==> config.mk <==
export PLATFORM = sky130hd
export DESIGN_NAME = tef_top_event
export DESIGN_NICKNAME = d
export VERILOG_FILES = /design/src/include/tef_pkg.sv /design/src/tef_flag_cell.sv /design/src/tef_top_event.sv
export SDC_FILE = /design/constraint.sdc
export NUM_CORES = 1
export LEC_CHECK = 0
export BUFFER_PORTS_ARGS = -buffer_cell sky130_fd_sc_hd__buf_2
export CAP_MARGIN = 5
export CORE_MARGIN = 4
export CORE_UTILIZATION = 60
export CTS_CLUSTER_SIZE = 20
export DETAILED_ROUTE_END_ITERATION = 16
export GPL_TIMING_DRIVEN = 0
export PLACE_DENSITY = 0.77
export SYNTH_ARGS = -nofsm -noshare
export SYNTH_HDL_FRONTEND = slang
export SYNTH_SLANG_ARGS = --single-unit
==> constraint.sdc <==
create_clock -name mclk -period 2.8 [get_ports mclk]
set_clock_uncertainty 0.2 [all_clocks]
set_input_delay 0.56 -clock mclk [delete_from_list [all_inputs] [get_ports mclk]]
set_output_delay 0.56 -clock mclk [all_outputs]
set_load 0.01 [all_outputs]
==> src/include/tef_pkg.sv <==
// Purpose: Shared constants for the top event flag and soft reset block
// Assumes: Registers reached over the I2C-compatible serial port only
// Notes: Offsets are byte pointers of the serial register space
//
// Notes on behaviour
// - Soft reset restores defaults, reloads OTP, resets serial
// - Soft-reset bit clears itself after triggering
// - Soft-reset bits 7..1 reserved, reset to zero
// - Bit 7 latches on power-good falling
// - Bit 6 mirrors any pending linear-regulator cause
// - Bit 5 mirrors any pending buck cause
// - Bit 4 latches on sync clock change
// - Thermal shutdown latches bit 3, kills outputs
// - Latched shutdown flag refuses every regulator enable
// - Live thermal shutdown status readable separately
// - Bit 2 latches warning; live warning separate
// - Over-voltage latches bit 1, kills outputs
// - Live over-voltage status readable separately
// - Buck cause detail readable in its own register
// - Bit 0 latches when current result ready
`default_nettype none

package tef_pkg;

    // Register pointers
    localparam logic [7:0] TEF_ADDR_SOFT_RESET = 8'h18;
    localparam logic [7:0] TEF_ADDR_TOP_EVENT = 8'h19;
    localparam logic [7:0] TEF_ADDR_LIVE_STATUS = 8'h1C;
    localparam logic [7:0] TEF_ADDR_LDO_EVENT = 8'h1D;
    localparam logic [7:0] TEF_ADDR_BUCK_EVENT = 8'h1E;

    // Top event register fields
    localparam int TEF_BIT_PG = 7;
    localparam int TEF_BIT_LDO = 6;
    localparam int TEF_BIT_BUCK = 5;
    localparam int TEF_BIT_SYNC = 4;
    localparam int TEF_BIT_TSD = 3;
    localparam int TEF_BIT_TWARN = 2;
    localparam int TEF_BIT_OVP = 1;
    localparam int TEF_BIT_MEAS = 0;
    localparam logic [7:0] TEF_LATCHED_MASK = 8'h9F;

    // Live status fields
    localparam int TEF_LIVE_TSD = 2;
    localparam int TEF_LIVE_TWARN = 1;
    localparam int TEF_LIVE_OVP = 0;

    // Soft reset register field
    localparam int TEF_BIT_SOFT_RESET = 0;

    // Reset values
    localparam logic [6:0] TEF_SOFT_RSVD_RST = 7'h00;
    localparam logic TEF_FLAG_RST = 1'b0;
    localparam logic [7:0] TEF_PTR_RST = 8'h00;

    // Serial framing
    localparam logic [3:0] TEF_BITS_PER_BYTE = 4'h8;
    localparam logic [3:0] TEF_LAST_READ_BIT = 4'h7;

    // Arbitrary neutral bus address
    localparam logic [6:0] TEF_I2C_ADDR_DEFAULT = 7'h2A;

endpackage

`default_nettype wire

==> src/tef_flag_cell.sv <==
// Purpose: One sticky event flag with write-one-to-clear
// Assumes: Set, clear and soft reset are single-cycle qualified levels
// Notes: Soft reset restores the default over everything else
`timescale 1ns/100ps
`default_nettype none

module tef_flag_cell (
    input wire logic mclk,
    input wire logic reset_n,
    input wire logic ce,
    input wire logic set_evt,
    input wire logic clear_w1c,
    input wire logic soft_rst,
    output logic flag
);

    logic next_flag;

    // A clear in the same cycle as an event loses, so no event is dropped
    assign next_flag = soft_rst ? tef_pkg::TEF_FLAG_RST
                     : (set_evt | (flag & ~clear_w1c));

    always_ff @(posedge mclk or negedge reset_n) begin
        if (!reset_n) begin
            flag <= tef_pkg::TEF_FLAG_RST;
        end else if (ce) begin
            flag <= next_flag;
        end
    end
endmodule

`default_nettype wire

==> src/tef_top_event.sv <==
// Purpose: Top event flags, live status and soft reset behind a serial slave
// Assumes: Pin inputs are synchronous to mclk; SCL far slower than mclk
// Notes: SDA is open drain, sda_oe high pulls the line low
`timescale 1ns/100ps
`default_nettype none

module tef_top_event #(
    parameter int NUM_REG = 4,
    parameter logic [6:0] DEV_ADDR = tef_pkg::TEF_I2C_ADDR_DEFAULT
) (
    input wire logic mclk,
    input wire logic reset_n,
    input wire logic ce,
    input wire logic scl_in,
    input wire logic sda_in,
    output logic sda_out,
    output logic sda_oe,
    input wire logic power_good_output,
    input wire logic sync_clk_present,
    input wire logic thermal_shutdown_detect,
    input wire logic thermal_warning_detect,
    input wire logic input_overvoltage_detect,
    input wire logic current_measure_done,
    input wire logic [7:0] linear_regulator_event_register,
    input wire logic [7:0] buck_event_register,
    input wire logic [NUM_REG-1:0] regulator_enable_request,
    input wire logic [1:0] general_output_request,
    output logic [NUM_REG-1:0] regulator_enable,
    output logic general_output_a,
    output logic general_output_b,
    output logic otp_reload
);

    typedef enum logic [2:0] {
        S_IDLE,
        S_ADDR,
        S_REG,
        S_WDATA,
        S_ACK,
        S_RDATA,
        S_RACK
    } tef_i2c_state_t;

    tef_i2c_state_t state;
    tef_i2c_state_t after_ack;
    logic scl_q, sda_q, scl_p, sda_p;
    logic [3:0] cnt;
    logic [7:0] shreg;
    logic [7:0] ptr;
    logic [7:0] wr_addr;
    logic [7:0] wr_data;
    logic wr_pending;
    logic wr_stb;
    logic soft_reset_trigger;
    logic [6:0] soft_rsvd;
    logic pg_p, sync_p, tsd_p, twarn_p, ovp_p;
    logic [NUM_REG-1:0] reg_tripped;
    logic [1:0] gpo_tripped;

    ////////////////////////////////////////////////////////////////////////
    // Decode

    logic start_det, stop_det, scl_rise, scl_fall;
    logic soft_rst;
    logic wr_soft, wr_top;
    logic pg_fall, sync_chg, tsd_rise, twarn_rise, ovp_rise, trip;
    logic tsd_block;
    logic [7:0] flag_set, flag_w1c, flag_q;
    logic [7:0] top_read, live_status, rd_data;
    logic [NUM_REG-1:0] next_reg_tripped, next_reg_en;
    logic [1:0] next_gpo_tripped, next_gpo;

    assign start_det = scl_q & scl_p & sda_p & ~sda_q;
    assign stop_det = scl_q & scl_p & ~sda_p & sda_q;
    assign scl_rise = scl_q & ~scl_p;
    assign scl_fall = ~scl_q & scl_p;

    // The trigger bit is itself the one-cycle reset pulse
    assign soft_rst = soft_reset_trigger;
    assign wr_soft = wr_stb && (wr_addr == tef_pkg::TEF_ADDR_SOFT_RESET);
    assign wr_top = wr_stb && (wr_addr == tef_pkg::TEF_ADDR_TOP_EVENT);

    assign pg_fall = pg_p & ~power_good_output;
    assign sync_chg = sync_p ^ sync_clk_present;
    assign tsd_rise = thermal_shutdown_detect & ~tsd_p;
    assign twarn_rise = thermal_warning_detect & ~twarn_p;
    assign ovp_rise = input_overvoltage_detect & ~ovp_p;
    assign trip = tsd_rise | ovp_rise;

    assign flag_set[tef_pkg::TEF_BIT_PG] = pg_fall;
    assign flag_set[tef_pkg::TEF_BIT_LDO] = 1'b0;
    assign flag_set[tef_pkg::TEF_BIT_BUCK] = 1'b0;
    assign flag_set[tef_pkg::TEF_BIT_SYNC] = sync_chg;
    assign flag_set[tef_pkg::TEF_BIT_TSD] = tsd_rise;
    assign flag_set[tef_pkg::TEF_BIT_TWARN] = twarn_rise;
    assign flag_set[tef_pkg::TEF_BIT_OVP] = ovp_rise;
    assign flag_set[tef_pkg::TEF_BIT_MEAS] = current_measure_done;
    assign flag_w1c = wr_top ? wr_data : 8'h00;

    genvar g;
    generate
        for (g = 0; g < 8; g++) begin : gen_flag
            if (tef_pkg::TEF_LATCHED_MASK[g]) begin : gen_cell
                tef_flag_cell u_cell (
                    .mclk(mclk),
                    .reset_n(reset_n),
                    .ce(ce),
                    .set_evt(flag_set[g]),
                    .clear_w1c(flag_w1c[g]),
                    .soft_rst(soft_rst),
                    .flag(flag_q[g])
                );
            end else begin : gen_none
                assign flag_q[g] = 1'b0;
            end
        end
    endgenerate

    // Summary bits follow their source registers, so they clear on their own
    always_comb begin
        top_read = flag_q & tef_pkg::TEF_LATCHED_MASK;
        top_read[tef_pkg::TEF_BIT_LDO] = |linear_regulator_event_register;
        top_read[tef_pkg::TEF_BIT_BUCK] = |buck_event_register;
        live_status = 8'h00;
        live_status[tef_pkg::TEF_LIVE_TSD] = thermal_shutdown_detect;
        live_status[tef_pkg::TEF_LIVE_TWARN] = thermal_warning_detect;
        live_status[tef_pkg::TEF_LIVE_OVP] = input_overvoltage_detect;
    end

    assign rd_data =
        (ptr == tef_pkg::TEF_ADDR_SOFT_RESET) ? {soft_rsvd, soft_reset_trigger} :
        (ptr == tef_pkg::TEF_ADDR_TOP_EVENT) ? top_read :
        (ptr == tef_pkg::TEF_ADDR_LIVE_STATUS) ? live_status :
        (ptr == tef_pkg::TEF_ADDR_LDO_EVENT) ? linear_regulator_event_register :
        (ptr == tef_pkg::TEF_ADDR_BUCK_EVENT) ? buck_event_register :
        8'h00;

    // A trip holds a channel off until its request is dropped and raised again
    assign tsd_block = flag_q[tef_pkg::TEF_BIT_TSD] | tsd_rise;
    assign next_reg_tripped = trip ? {NUM_REG{1'b1}}
                            : (reg_tripped & regulator_enable_request);
    assign next_reg_en = regulator_enable_request & ~next_reg_tripped
                       & {NUM_REG{~tsd_block}};
    assign next_gpo_tripped = trip ? 2'h3 : (gpo_tripped & general_output_request);
    assign next_gpo = general_output_request & ~next_gpo_tripped;

    ////////////////////////////////////////////////////////////////////////
    // Pin sampling, edge history and outputs

    always_ff @(posedge mclk or negedge reset_n) begin
        if (!reset_n) begin
            scl_q <= 1'b1;
            sda_q <= 1'b1;
            scl_p <= 1'b1;
            sda_p <= 1'b1;
            pg_p <= 1'b0;
            sync_p <= 1'b0;
            tsd_p <= 1'b0;
            twarn_p <= 1'b0;
            ovp_p <= 1'b0;
            reg_tripped <= '0;
            gpo_tripped <= 2'h0;
            regulator_enable <= '0;
            general_output_a <= 1'b0;
            general_output_b <= 1'b0;
            otp_reload <= 1'b0;
            sda_out <= 1'b0;
        end else if (ce) begin
            scl_q <= scl_in;
            sda_q <= sda_in;
            scl_p <= scl_q;
            sda_p <= sda_q;
            pg_p <= power_good_output;
            sync_p <= sync_clk_present;
            tsd_p <= thermal_shutdown_detect;
            twarn_p <= thermal_warning_detect;
            ovp_p <= input_overvoltage_detect;
            reg_tripped <= next_reg_tripped;
            gpo_tripped <= next_gpo_tripped;
            regulator_enable <= next_reg_en;
            general_output_a <= next_gpo[0];
            general_output_b <= next_gpo[1];
            otp_reload <= soft_rst;
            sda_out <= 1'b0;
        end
    end

    ////////////////////////////////////////////////////////////////////////
    // Soft reset register

    always_ff @(posedge mclk or negedge reset_n) begin
        if (!reset_n) begin
            soft_reset_trigger <= 1'b0;
            soft_rsvd <= tef_pkg::TEF_SOFT_RSVD_RST;
        end else if (ce) begin
            if (soft_rst) begin
                soft_reset_trigger <= 1'b0;
                soft_rsvd <= tef_pkg::TEF_SOFT_RSVD_RST;
            end else if (wr_soft) begin
                soft_reset_trigger <= wr_data[tef_pkg::TEF_BIT_SOFT_RESET];
                soft_rsvd <= wr_data[7:1];
            end
        end
    end

    ////////////////////////////////////////////////////////////////////////
    // Serial slave: pointer byte, then writes or reads with auto-increment.
    // Writes commit at the end of the ACK so a soft reset still gets acked.

    always_ff @(posedge mclk or negedge reset_n) begin
        if (!reset_n) begin
            state <= S_IDLE;
            after_ack <= S_IDLE;
            cnt <= 4'h0;
            shreg <= 8'h00;
            ptr <= tef_pkg::TEF_PTR_RST;
            wr_addr <= 8'h00;
            wr_data <= 8'h00;
            wr_pending <= 1'b0;
            wr_stb <= 1'b0;
            sda_oe <= 1'b0;
        end else if (ce) begin
            wr_stb <= 1'b0;
            if (soft_rst) begin
                state <= S_IDLE;
                ptr <= tef_pkg::TEF_PTR_RST;
                wr_pending <= 1'b0;
                sda_oe <= 1'b0;
            end else if (stop_det) begin
                state <= S_IDLE;
                wr_pending <= 1'b0;
                sda_oe <= 1'b0;
            end else if (start_det) begin
                state <= S_ADDR;
                cnt <= 4'h0;
                wr_pending <= 1'b0;
                sda_oe <= 1'b0;
            end else begin
                unique case (state)
                    S_IDLE: begin
                        cnt <= 4'h0;
                    end
                    S_ADDR, S_REG, S_WDATA: begin
                        if (scl_rise) begin
                            shreg <= {shreg[6:0], sda_q};
                            cnt <= cnt + 4'h1;
                        end else if (scl_fall && cnt == tef_pkg::TEF_BITS_PER_BYTE) begin
                            cnt <= 4'h0;
                            if (state == S_ADDR && shreg[7:1] != DEV_ADDR) begin
                                state <= S_IDLE;
                            end else begin
                                sda_oe <= 1'b1;
                                state <= S_ACK;
                                wr_pending <= (state == S_WDATA);
                                if (state == S_ADDR) begin
                                    after_ack <= shreg[0] ? S_RDATA : S_REG;
                                end else begin
                                    after_ack <= S_WDATA;
                                end
                                if (state == S_REG) begin
                                    ptr <= shreg;
                                end
                            end
                        end
                    end
                    S_ACK: begin
                        if (scl_fall) begin
                            state <= after_ack;
                            wr_pending <= 1'b0;
                            if (wr_pending) begin
                                wr_stb <= 1'b1;
                                wr_addr <= ptr;
                                wr_data <= shreg;
                                ptr <= ptr + 8'h01;
                            end
                            if (after_ack == S_RDATA) begin
                                shreg <= {rd_data[6:0], 1'b0};
                                sda_oe <= ~rd_data[7];
                                ptr <= ptr + 8'h01;
                            end else begin
                                sda_oe <= 1'b0;
                            end
                        end
                    end
                    S_RDATA: begin
                        if (scl_fall) begin
                            if (cnt == tef_pkg::TEF_LAST_READ_BIT) begin
                                cnt <= 4'h0;
                                sda_oe <= 1'b0;
                                state <= S_RACK;
                            end else begin
                                cnt <= cnt + 4'h1;
                                sda_oe <= ~shreg[7];
                                shreg <= {shreg[6:0], 1'b0};
                            end
                        end
                    end
                    S_RACK: begin
                        if (scl_rise && sda_q) begin
                            state <= S_IDLE;
                        end else if (scl_fall) begin
                            shreg <= {rd_data[6:0], 1'b0};
                            sda_oe <= ~rd_data[7];
                            ptr <= ptr + 8'h01;
                            state <= S_RDATA;
                        end
                    end
                    default: begin
                        state <= S_IDLE;
                    end
                endcase
            end
        end
    end
endmodule

`default_nettype wire
### Word-level counts from Yosys, hierarchy flattened

Cells that the tools add are included.

* bits in registers: 81
* bits of input ports: 33
* output and inout bits: 9
* logic and storage cells: 246

* add/subtract/negate cells: 2
* equal/unequal tests: 46
* muxes and demuxes: 86
* bitwise logic cells: 55
* reductions and logical operators: 24

Operators with widths (count)
* 8-bit 2-to-1 mux: 25
* 8-bit by 5-bit equality test with 1-bit output (second input constant): 7
* 5-bit != test (second input constant): 8
* 3-bit 2-to-1 mux: 13
* 1-bit 2-to-1 mux: 33
* 8-bit one-hot mux with 4 select lines: 1
* 4-bit 2-to-1 mux: 6
* 3-bit != test (second input constant): 8
* 8-bit one-hot mux with 3 select lines: 1
* 12-bit AND reduction: 2
* 1-bit NOT: 22
* 2-bit != test (second input constant): 9
* 1-bit bitwise AND: 17
* 8-bit AND reduction: 2
* 8-bit OR reduction: 2
* 3-bit one-hot mux with 5 select lines: 1
* 7-bit 2-to-1 mux: 2
* 4-bit bitwise AND: 3
* 3-bit equality test (second input constant): 4
* 4-bit != test (second input constant): 3
* 4-bit one-hot mux with 3 select lines: 1
* 6-bit AND reduction: 2
* 4-bit nonzero test: 3
* 9-bit AND reduction: 1
* 24 further kinds: 37

### Logic depth before layout (Yosys ltp)

Gate-level depths: netlist of the first run.

* word-level depth: 13
* mapped depth: 9
* mapped depth without buffers: 8

### By module

Synthesis of the first run repeated with hierarchy kept, for this count alone.

* cells, all modules: 486
* area, all modules: 4798.4 sq um

Modules (own cells, without submodules)
* tef_top_event: times used 1, cells each 462, area each 4543.1 sq um, sequential area each 1881.8 sq um
* tef_flag_cell: times used 6, cells each 4, area each 42.5 sq um, sequential area each 25.0 sq um

### Least setup slack after synthesis of the first run

OpenSTA, ideal clock, no wires.

* path kind: input to register
* start: input ce
* end: register wr_addr[7]
* library setup time: 0.125 ns
* data arrival time: 1.994 ns
* data required time: 2.475 ns
* path slack: 0.481 ns
* cell stages on the path: 6
* path buffers: 3
* cells stage by stage: clkbuf_1 -> or2b_2 -> nor3b_1 -> buf_2 -> buf_2 -> mux2_2

* word-level cells in the longest chain between the ends: 1

RTL lines
* from (decl): RTL line tef_top_event.sv:13 `input wire logic ce,`
* 7-bit AND reduction (no source line)
* to (signal assigned): RTL line tef_top_event.sv:272 `wr_addr <= ptr;`
* to (decl): RTL line tef_top_event.sv:50 `logic [7:0] wr_addr;`

Every way passes these cells.
A chain may end at the register's enable or synchronous reset.

### Final worst setup path of the first run

* start: register shreg[5]
* end: register ptr[0]

* word-level cells in the longest chain between the ends: 4

RTL lines
* from (decl): RTL line tef_top_event.sv:48 `logic [7:0] shreg;`
* from (signal assigned): RTL line tef_top_event.sv:245 `shreg <= {shreg[6:0], sda_q};`
* from (signal assigned): RTL line tef_top_event.sv:277 `shreg <= {rd_data[6:0], 1'b0};`
* from (signal assigned): RTL line tef_top_event.sv:294 `shreg <= {shreg[6:0], 1'b0};`
* 7-bit by 6-bit != test with 1-bit output: RTL line tef_top_event.sv:249 `if (state == S_ADDR && shreg[7:1] != DEV_ADDR) begin`
* 1-bit logical AND: RTL line tef_top_event.sv:249
* 3-bit != test (no source line)
* 12-bit AND reduction (no source line)
* to (signal assigned): RTL line tef_top_event.sv:261 `ptr <= shreg;`
* to (signal assigned): RTL line tef_top_event.sv:274 `ptr <= ptr + 8'h01;`
* to (signal assigned): RTL line tef_top_event.sv:279 `ptr <= ptr + 8'h01;`
* to (decl): RTL line tef_top_event.sv:49 `logic [7:0] ptr;`

Every way passes these cells.

==> results.cfg, run 1 <==
[run_status]
status = complete, no violations

[pwr]
power_frac_clock_pct = 36.4
cellInternalPower_w = 0.00178
p_leak_nw = 2.22
combPwrFrac_pct = 12.5
switching_share_pct = 29.4
seq_power_share_pct = 51.2
ir_worst_vdd_uv = 378
p_per_area_nw_per_um2 = 490
p_sw_w = 0.000744

[critical_path]
crit_family = simple AND/OR/NAND/NOR gates
critPathMaxFanout = 9
critPathRequiredTime_ns = 2.86
worstSetupStartpointType = flip-flop
max_stage_delay_ns = 0.57
reg2reg_from = shreg[5]
worstPathArrival_ns = 2.67
crit_chain = nor4b_2 -> a41oi_1 -> o41ai_2 -> nand3_2 -> or4_1 -> o311ai_1
cp_num_buf_inv = 0
path_class = flip-flop to flip-flop
crit_start = shreg[5]
ff2ff_path_depth = 6
slowest_stage = or4_1
rrSetupSlack_ns = 0.19
timing.rr.end = ptr[0]
worstSetupEndpointType = flip-flop

[job]
cap_violations = 0

[die]
rows = 31
die_area_um2 = 9110
die_w_um = 95.4
die_y_um = 95.4
core_um2 = 7330
start_util_pct = 62.6
io_pins = 42

[global_routing]
grt_pass1_wl_um = 20700
grt_overflow = 0
grt_max_degree = 52
antenna_found_initial = 0
grt_pass1_vias = 3987
track_usage_pct = 30.1

[timing]
slew_headroom_pct = 30.6
fin_crit_ns = 2.61
rsz0062_at_grt = false
slew_violations = 0
postLayoutSetupSlackWorst_ns = 0.191
hold_slack_ns = 0.223
fin_crit_sh_pct = 93.2
fin_tns_setup_ns = 0
tightest_slew_ns = 1.03
finalSetupViolCount = 0
final-hold-violation-count = 0
clock.fmax_mhz = 383

[cells_and_area]
nets = 581
syn_to_final_growth_pct = 12.5
layout-drive-gt1-share_pct = 20.5
post-route-util_pct = 70.4
final_cells = 646
n_antenna_cell = 0

[clock_network]
clkTransAtPathRegs_ns = 0.09
cts_setup_buffers = 0
clk_path_buf_depth = 2
cts-root-buf = clkbuf_8
cts_max_level = 3
clkLatencyLatePin_ns = 0.37
cts-buffers-inserted = 9
clock-sinks = 81
cts_tree = yes

[hold_path]
hold_path_end = sda_q
holdPathStages = 2
holdCritPathClass = input port to flip-flop
min_from = sda_in

[logic_synthesis]
synth_cells = 490
ys_seq_area_share_pct = 44.3
syn_avg_cell_area_um2 = 9.36
async_reset_ff_share_pct = 100
synth-seq-cells = 81
synthFlopType = dfrtp_1
ys_types = 75
yosys_warnings = 0
syn-num-nets = 529
synth-edff-count = 0
synthesis.area_um2 = 4590

[placement]
io_buffers = 39
place_worst_setup_slack_ns = -0.0165
dpl.hpwl_um = 9430
gp_congestion = 0.990
place_inst = 629

[routing]
drt_iter0_markers = 400
wl_per_cell_um = 20.1
routed_wl_um = 13000
num_vias = 4235
ant_nets = 0
drt_first_pass_iters = 6
drc = 0
viasPerCell = 6.56
[power groups by stage]
stage | clock network (W) | logic, W | registers [W]
2_1_floorplan | 0 | 0.000196 | 0.00129
3_3_place_gp | 0 | 0.000297 | 0.00131
3_5_place_dp | 0 | 0.000307 | 0.00131
4_1_cts | 0.000924 | 0.000311 | 0.00129
5_1_grt | 0.000980 | 0.000349 | 0.00130
6_report | 0.000920 | 0.000315 | 0.00129
[flip-flops by register name, summed over array words and instances, names as in the netlist, 4 cells and up]
| name | flops |
|---|---|
| shreg | 8 |
| wr_addr | 8 |
| reg_tripped | 4 |
| cnt | 4 |
| gen_flag.gen_cell.u_cell.flag | 6 |
| soft_rsvd | 7 |
| regulator_enable | 4 |
| ptr | 8 |
| wr_data | 8 |
[metal layers]
| layer | vias to the layer above | routed length [µm] | track usage (%) |
|---|---|---|---|
| met5 | - | 0 | 0 |
| met4 | 0 | 280 | 11.6 |
| met3 | 26 | 1270 | 6.31 |
| met2 | 265 | 6040 | 46.4 |
| met1 | 2033 | 5410 | 41.9 |
| li1 | 1911 | - | - |
[cell families (layout without fill, tap and decap cells)]
logic type | count (synthesis) | in the layout | share of synthesized area, %
and+or+nand+nor | 162 | 162 | 17.8
muxes | 24 | 24 | 5.84
AOI/OAI and AO/OA | 162 | 162 | 24.3
other | 1 | 1 | 0.0817
xor gates and xnor gates | 3 | 3 | 0.573
adders and majority gates | 6 | 6 | 1.64
buffers and inverters | 51 | 108 | 5.48
DFF | 81 | 81 | 44.3
[stage by stage]
step | power [W] | instance area [µm²]
2_1_floorplan | 0.00149 | 4590
3_3_place_gp | 0.00161 | 4910
3_5_place_dp | 0.00162 | 4940
4_1_cts | 0.00252 | 5150
5_1_grt | 0.00263 | 5160
6_report | 0.00253 | 5160
[area by class of cell]
| cell class | count | area [µm²] |
|---|---|---|
| multi-input cells | 358 | 2310 |
| fillers | 588 | 2170 |
| flip-flops and latches | 81 | 2030 |
| repair buffers | 41 | 235 |
| plain buffers | 28 | 166 |
| clock buffers | 9 | 124 |
| well taps | 99 | 124 |
| inverters | 23 | 86.3 |
| clock inverters | 7 | 82.6 |
[what timing repair did]
action | 4_1_cts | 5_1_grt
hold buffers | 1 | 0
gates resized for setup | 0 | 4
hold endpoints to repair | 30 | 0
endpoints found under the setup margin | 0 | 5
[cell usage after synthesis, drive strengths merged, types with 3 or more instances]
library cell | n | area share, %
mux2 | 22 | 5.4
nand2b | 13 | 1.8
o211ai | 6 | 0.98
nor2b | 6 | 0.82
o31ai | 4 | 0.65
a22oi | 4 | 0.65
xnor2 | 3 | 0.57
a22o | 12 | 2.3
inv | 21 | 1.7
nor4 | 9 | 1.7
o41ai | 3 | 0.74
a31oi | 10 | 1.4
nor3 | 8 | 0.87
ha | 6 | 1.6
o21ai | 50 | 5.5
a21boi | 3 | 0.49
nand3 | 19 | 2.2
o2bb2ai | 10 | 1.9
nor2 | 31 | 2.5
dfrtp | 77 | 42
a21oi | 25 | 2.7
buf | 16 | 2.6
clkbuf | 12 | 0.98
dfstp | 4 | 2.3
nand4 | 3 | 0.41
nor4b | 3 | 0.71
nand2 | 58 | 4.7
a311oi | 4 | 1.0
[cell usage in the layout (no fill, tap or decap), drive strengths merged, types with 8 or more instances in the layout]
| cell | instances |
|---|---|
| mux2 | 22 |
| a21oi | 25 |
| a31oi | 10 |
| o2bb2ai | 10 |
| nor4 | 9 |
| nand3 | 19 |
| inv | 25 |
| o21ai | 50 |
| nor2 | 31 |
| nor3 | 8 |
| a22o | 12 |
| nand2 | 58 |
| clkbuf | 21 |
| nand2b | 13 |
| dfrtp | 77 |
| buf | 56 |
[worst max-delay path by stage]
| stage | to | slack [ns] | depth (start not counted) |
|---|---|---|---|
| floorplan | wr_addr[7] | 0.48 | 6 |
| global placement | soft_rsvd[4] | -0.05 | 5 |
| detailed placement | soft_rsvd[1] | -0.02 | 5 |
| CTS | shreg[7] | 0.19 | 7 |
| global route | sda_oe | 0.06 | 7 |
| finish | ptr[0] | 0.19 | 6 |
Power figures use the tool's default switching activity.
==> run 2, diff against run 1 <==
==> constraint.sdc (replaced) <==
create_clock -name mclk -period 2.8 [get_ports mclk]
set_clock_uncertainty 0.2 [all_clocks]
set_input_delay 0.28 -clock mclk [delete_from_list [all_inputs] [get_ports mclk]]
set_output_delay 0.28 -clock mclk [all_outputs]
set_load 0.01 [all_outputs]
==> results.cfg, run 2 (synthesized netlist as in run 1, its figures left out) <==
[run_status]
status = complete, no violations

[routing]
drt_first_pass_iters = 5
ant_nets = 0
num_vias = 4292
viasPerCell = 6.52
wl_per_cell_um = 20.0
routed_wl_um = 13100
drc = 0
drt_iter0_markers = 374

[hold_path]
holdCritPathClass = input port to flip-flop

[pwr]
switching_share_pct = 29.2
p_per_area_nw_per_um2 = 480
power_w = 0.00254
p_leak_nw = 2.27
ir_worst_vdd_uv = 375
cellInternalPower_w = 0.00180
p_sw_w = 0.000741
combPwrFrac_pct = 13.0
power_frac_clock_pct = 36.0
seq_power_share_pct = 51.0

[global_routing]
antenna_found_initial = 0
grt_pass1_vias = 4054
grt_pass1_wl_um = 21000
grt_overflow = 0
grt_max_degree = 52
track_usage_pct = 30.5

[clock_network]
cts_tree = yes
clkLatencyLatePin_ns = 0.36
cts_setup_buffers = 0
cts-root-buf = clkbuf_8
cts_max_level = 3
clkTransAtPathRegs_ns = 0.09
clk_path_buf_depth = 2
cts-buffers-inserted = 9
clock-sinks = 81

[timing]
slew_headroom_pct = 31.9
rsz0062_at_grt = false
fin_tns_setup_ns = 0
fin_crit_sh_pct = 92.8
final-hold-violation-count = 0
finalSetupViolCount = 0
tightest_slew_ns = 1.01
clock.fmax_mhz = 385
slew_violations = 0
fin_crit_ns = 2.60

[die]
die_w_um = 95.4
die_y_um = 95.4
start_util_pct = 62.6
die_area_um2 = 9110
core_um2 = 7330
io_pins = 42
rows = 31

[cells_and_area]
final_cell_mix = 77 x dfrtp_1, 58 x nand2_1, 49 x o21ai_0
layout-drive-gt1-share_pct = 20.0
final_common_cell = dfrtp_1
syn_to_final_growth_pct = 15.2
post-route-util_pct = 72.1
nets = 593
n_antenna_cell = 0
nFillCells = 566

[critical_path]
critPathMaxFanout = 9
worstSetupEndpointType = flip-flop
path_class = flip-flop to flip-flop
critPathRequiredTime_ns = 2.86
worstPathArrival_ns = 2.66
worstSetupStartpointType = flip-flop

[placement]
dpl.hpwl_um = 9430
io_buffers = 39
gp_congestion = 0.990

[job]
cap_violations = 0
==> run 2: worst paths after layout <==
kind                                       endpoint                    start  slack [ns]  depth (start not counted)
worst max-delay path                         ptr[0]                 shreg[5]        0.20                          6
worst min-delay path                          tsd_p  thermal_shutdown_detect        0.02                          2
worst max register to register               ptr[0]                 shreg[5]        0.20                          6
worst min register to register  regulator_enable[3]      regulator_enable[3]        0.30                          1
max in group asynchronous                     sda_p                  reset_n        1.59                          3
min in group asynchronous                    cnt[0]                  reset_n        0.18                          2
==> run 2: repair_timing <==
| action | in CTS | in global routing |
|---|---|---|
| hold buffers | 13 | 0 |
| resized for setup | 0 | 4 |
| endpoints found under the hold margin | 49 | 0 |
| setup endpoints to repair | 0 | 5 |
==> run 2: power groups by stage <==
stage                     Combinational, W  Sequential (W)  Clock (W)
after floorplan                   0.000196         0.00129          0
after global placement            0.000297         0.00131          0
after detailed placement          0.000307         0.00131          0
after CTS                         0.000323         0.00129   0.000924
after global routing              0.000363         0.00130   0.000977
final                             0.000329         0.00129   0.000913
==> run 2: critical path, cell delays in order (launching register included) <==
cell,delay (ns)
dfrtp_1,0.46
nor4b_2,0.39
a41oi_1,0.23
o41ai_2,0.30
nand3_2,0.25
or4_1,0.58
o311ai_1,0.10
==> run 2: per-layer routing <==
metal	vias up	part of all wire, %	GRT usage (%)	wire length, µm
li1	1936	-	-	-
met1	2061	40	41.8	5320
met2	258	47	47.8	6220
met3	37	9.7	6.31	1270
met4	0	2.5	11.6	329
met5	-	0	0	0
==> run 2: cell type report <==
| type | instances | area (µm²) | area share (%) |
|---|---|---|---|
| Tap cell | 99 | 124 | 2.34 |
| Sequential cell | 81 | 2030 | 38.5 |
| Clock buffer | 9 | 124 | 2.34 |
| Timing Repair Buffer | 53 | 355 | 6.73 |
| Buffer | 28 | 166 | 3.15 |
| Inverter | 23 | 86.3 | 1.63 |
| Clock inverter | 7 | 82.6 | 1.56 |
| Multi-Input combinational cell | 358 | 2310 | 43.8 |
==> run 2: stage by stage <==
stage          instance area [µm²]  setup slack (ns)  instances  hold slack (ns)
5_1_grt                       5280            0.0612        658          0.00515
6_report                      5280             0.200        658           0.0226
3_5_place_dp                  4940             0.208        629           0.0454
4_1_cts                       5270             0.194        658          0.00449
3_3_place_gp                  4910             0.209        628            0.266
2_1_floorplan                 4590             0.551        490           -0.216
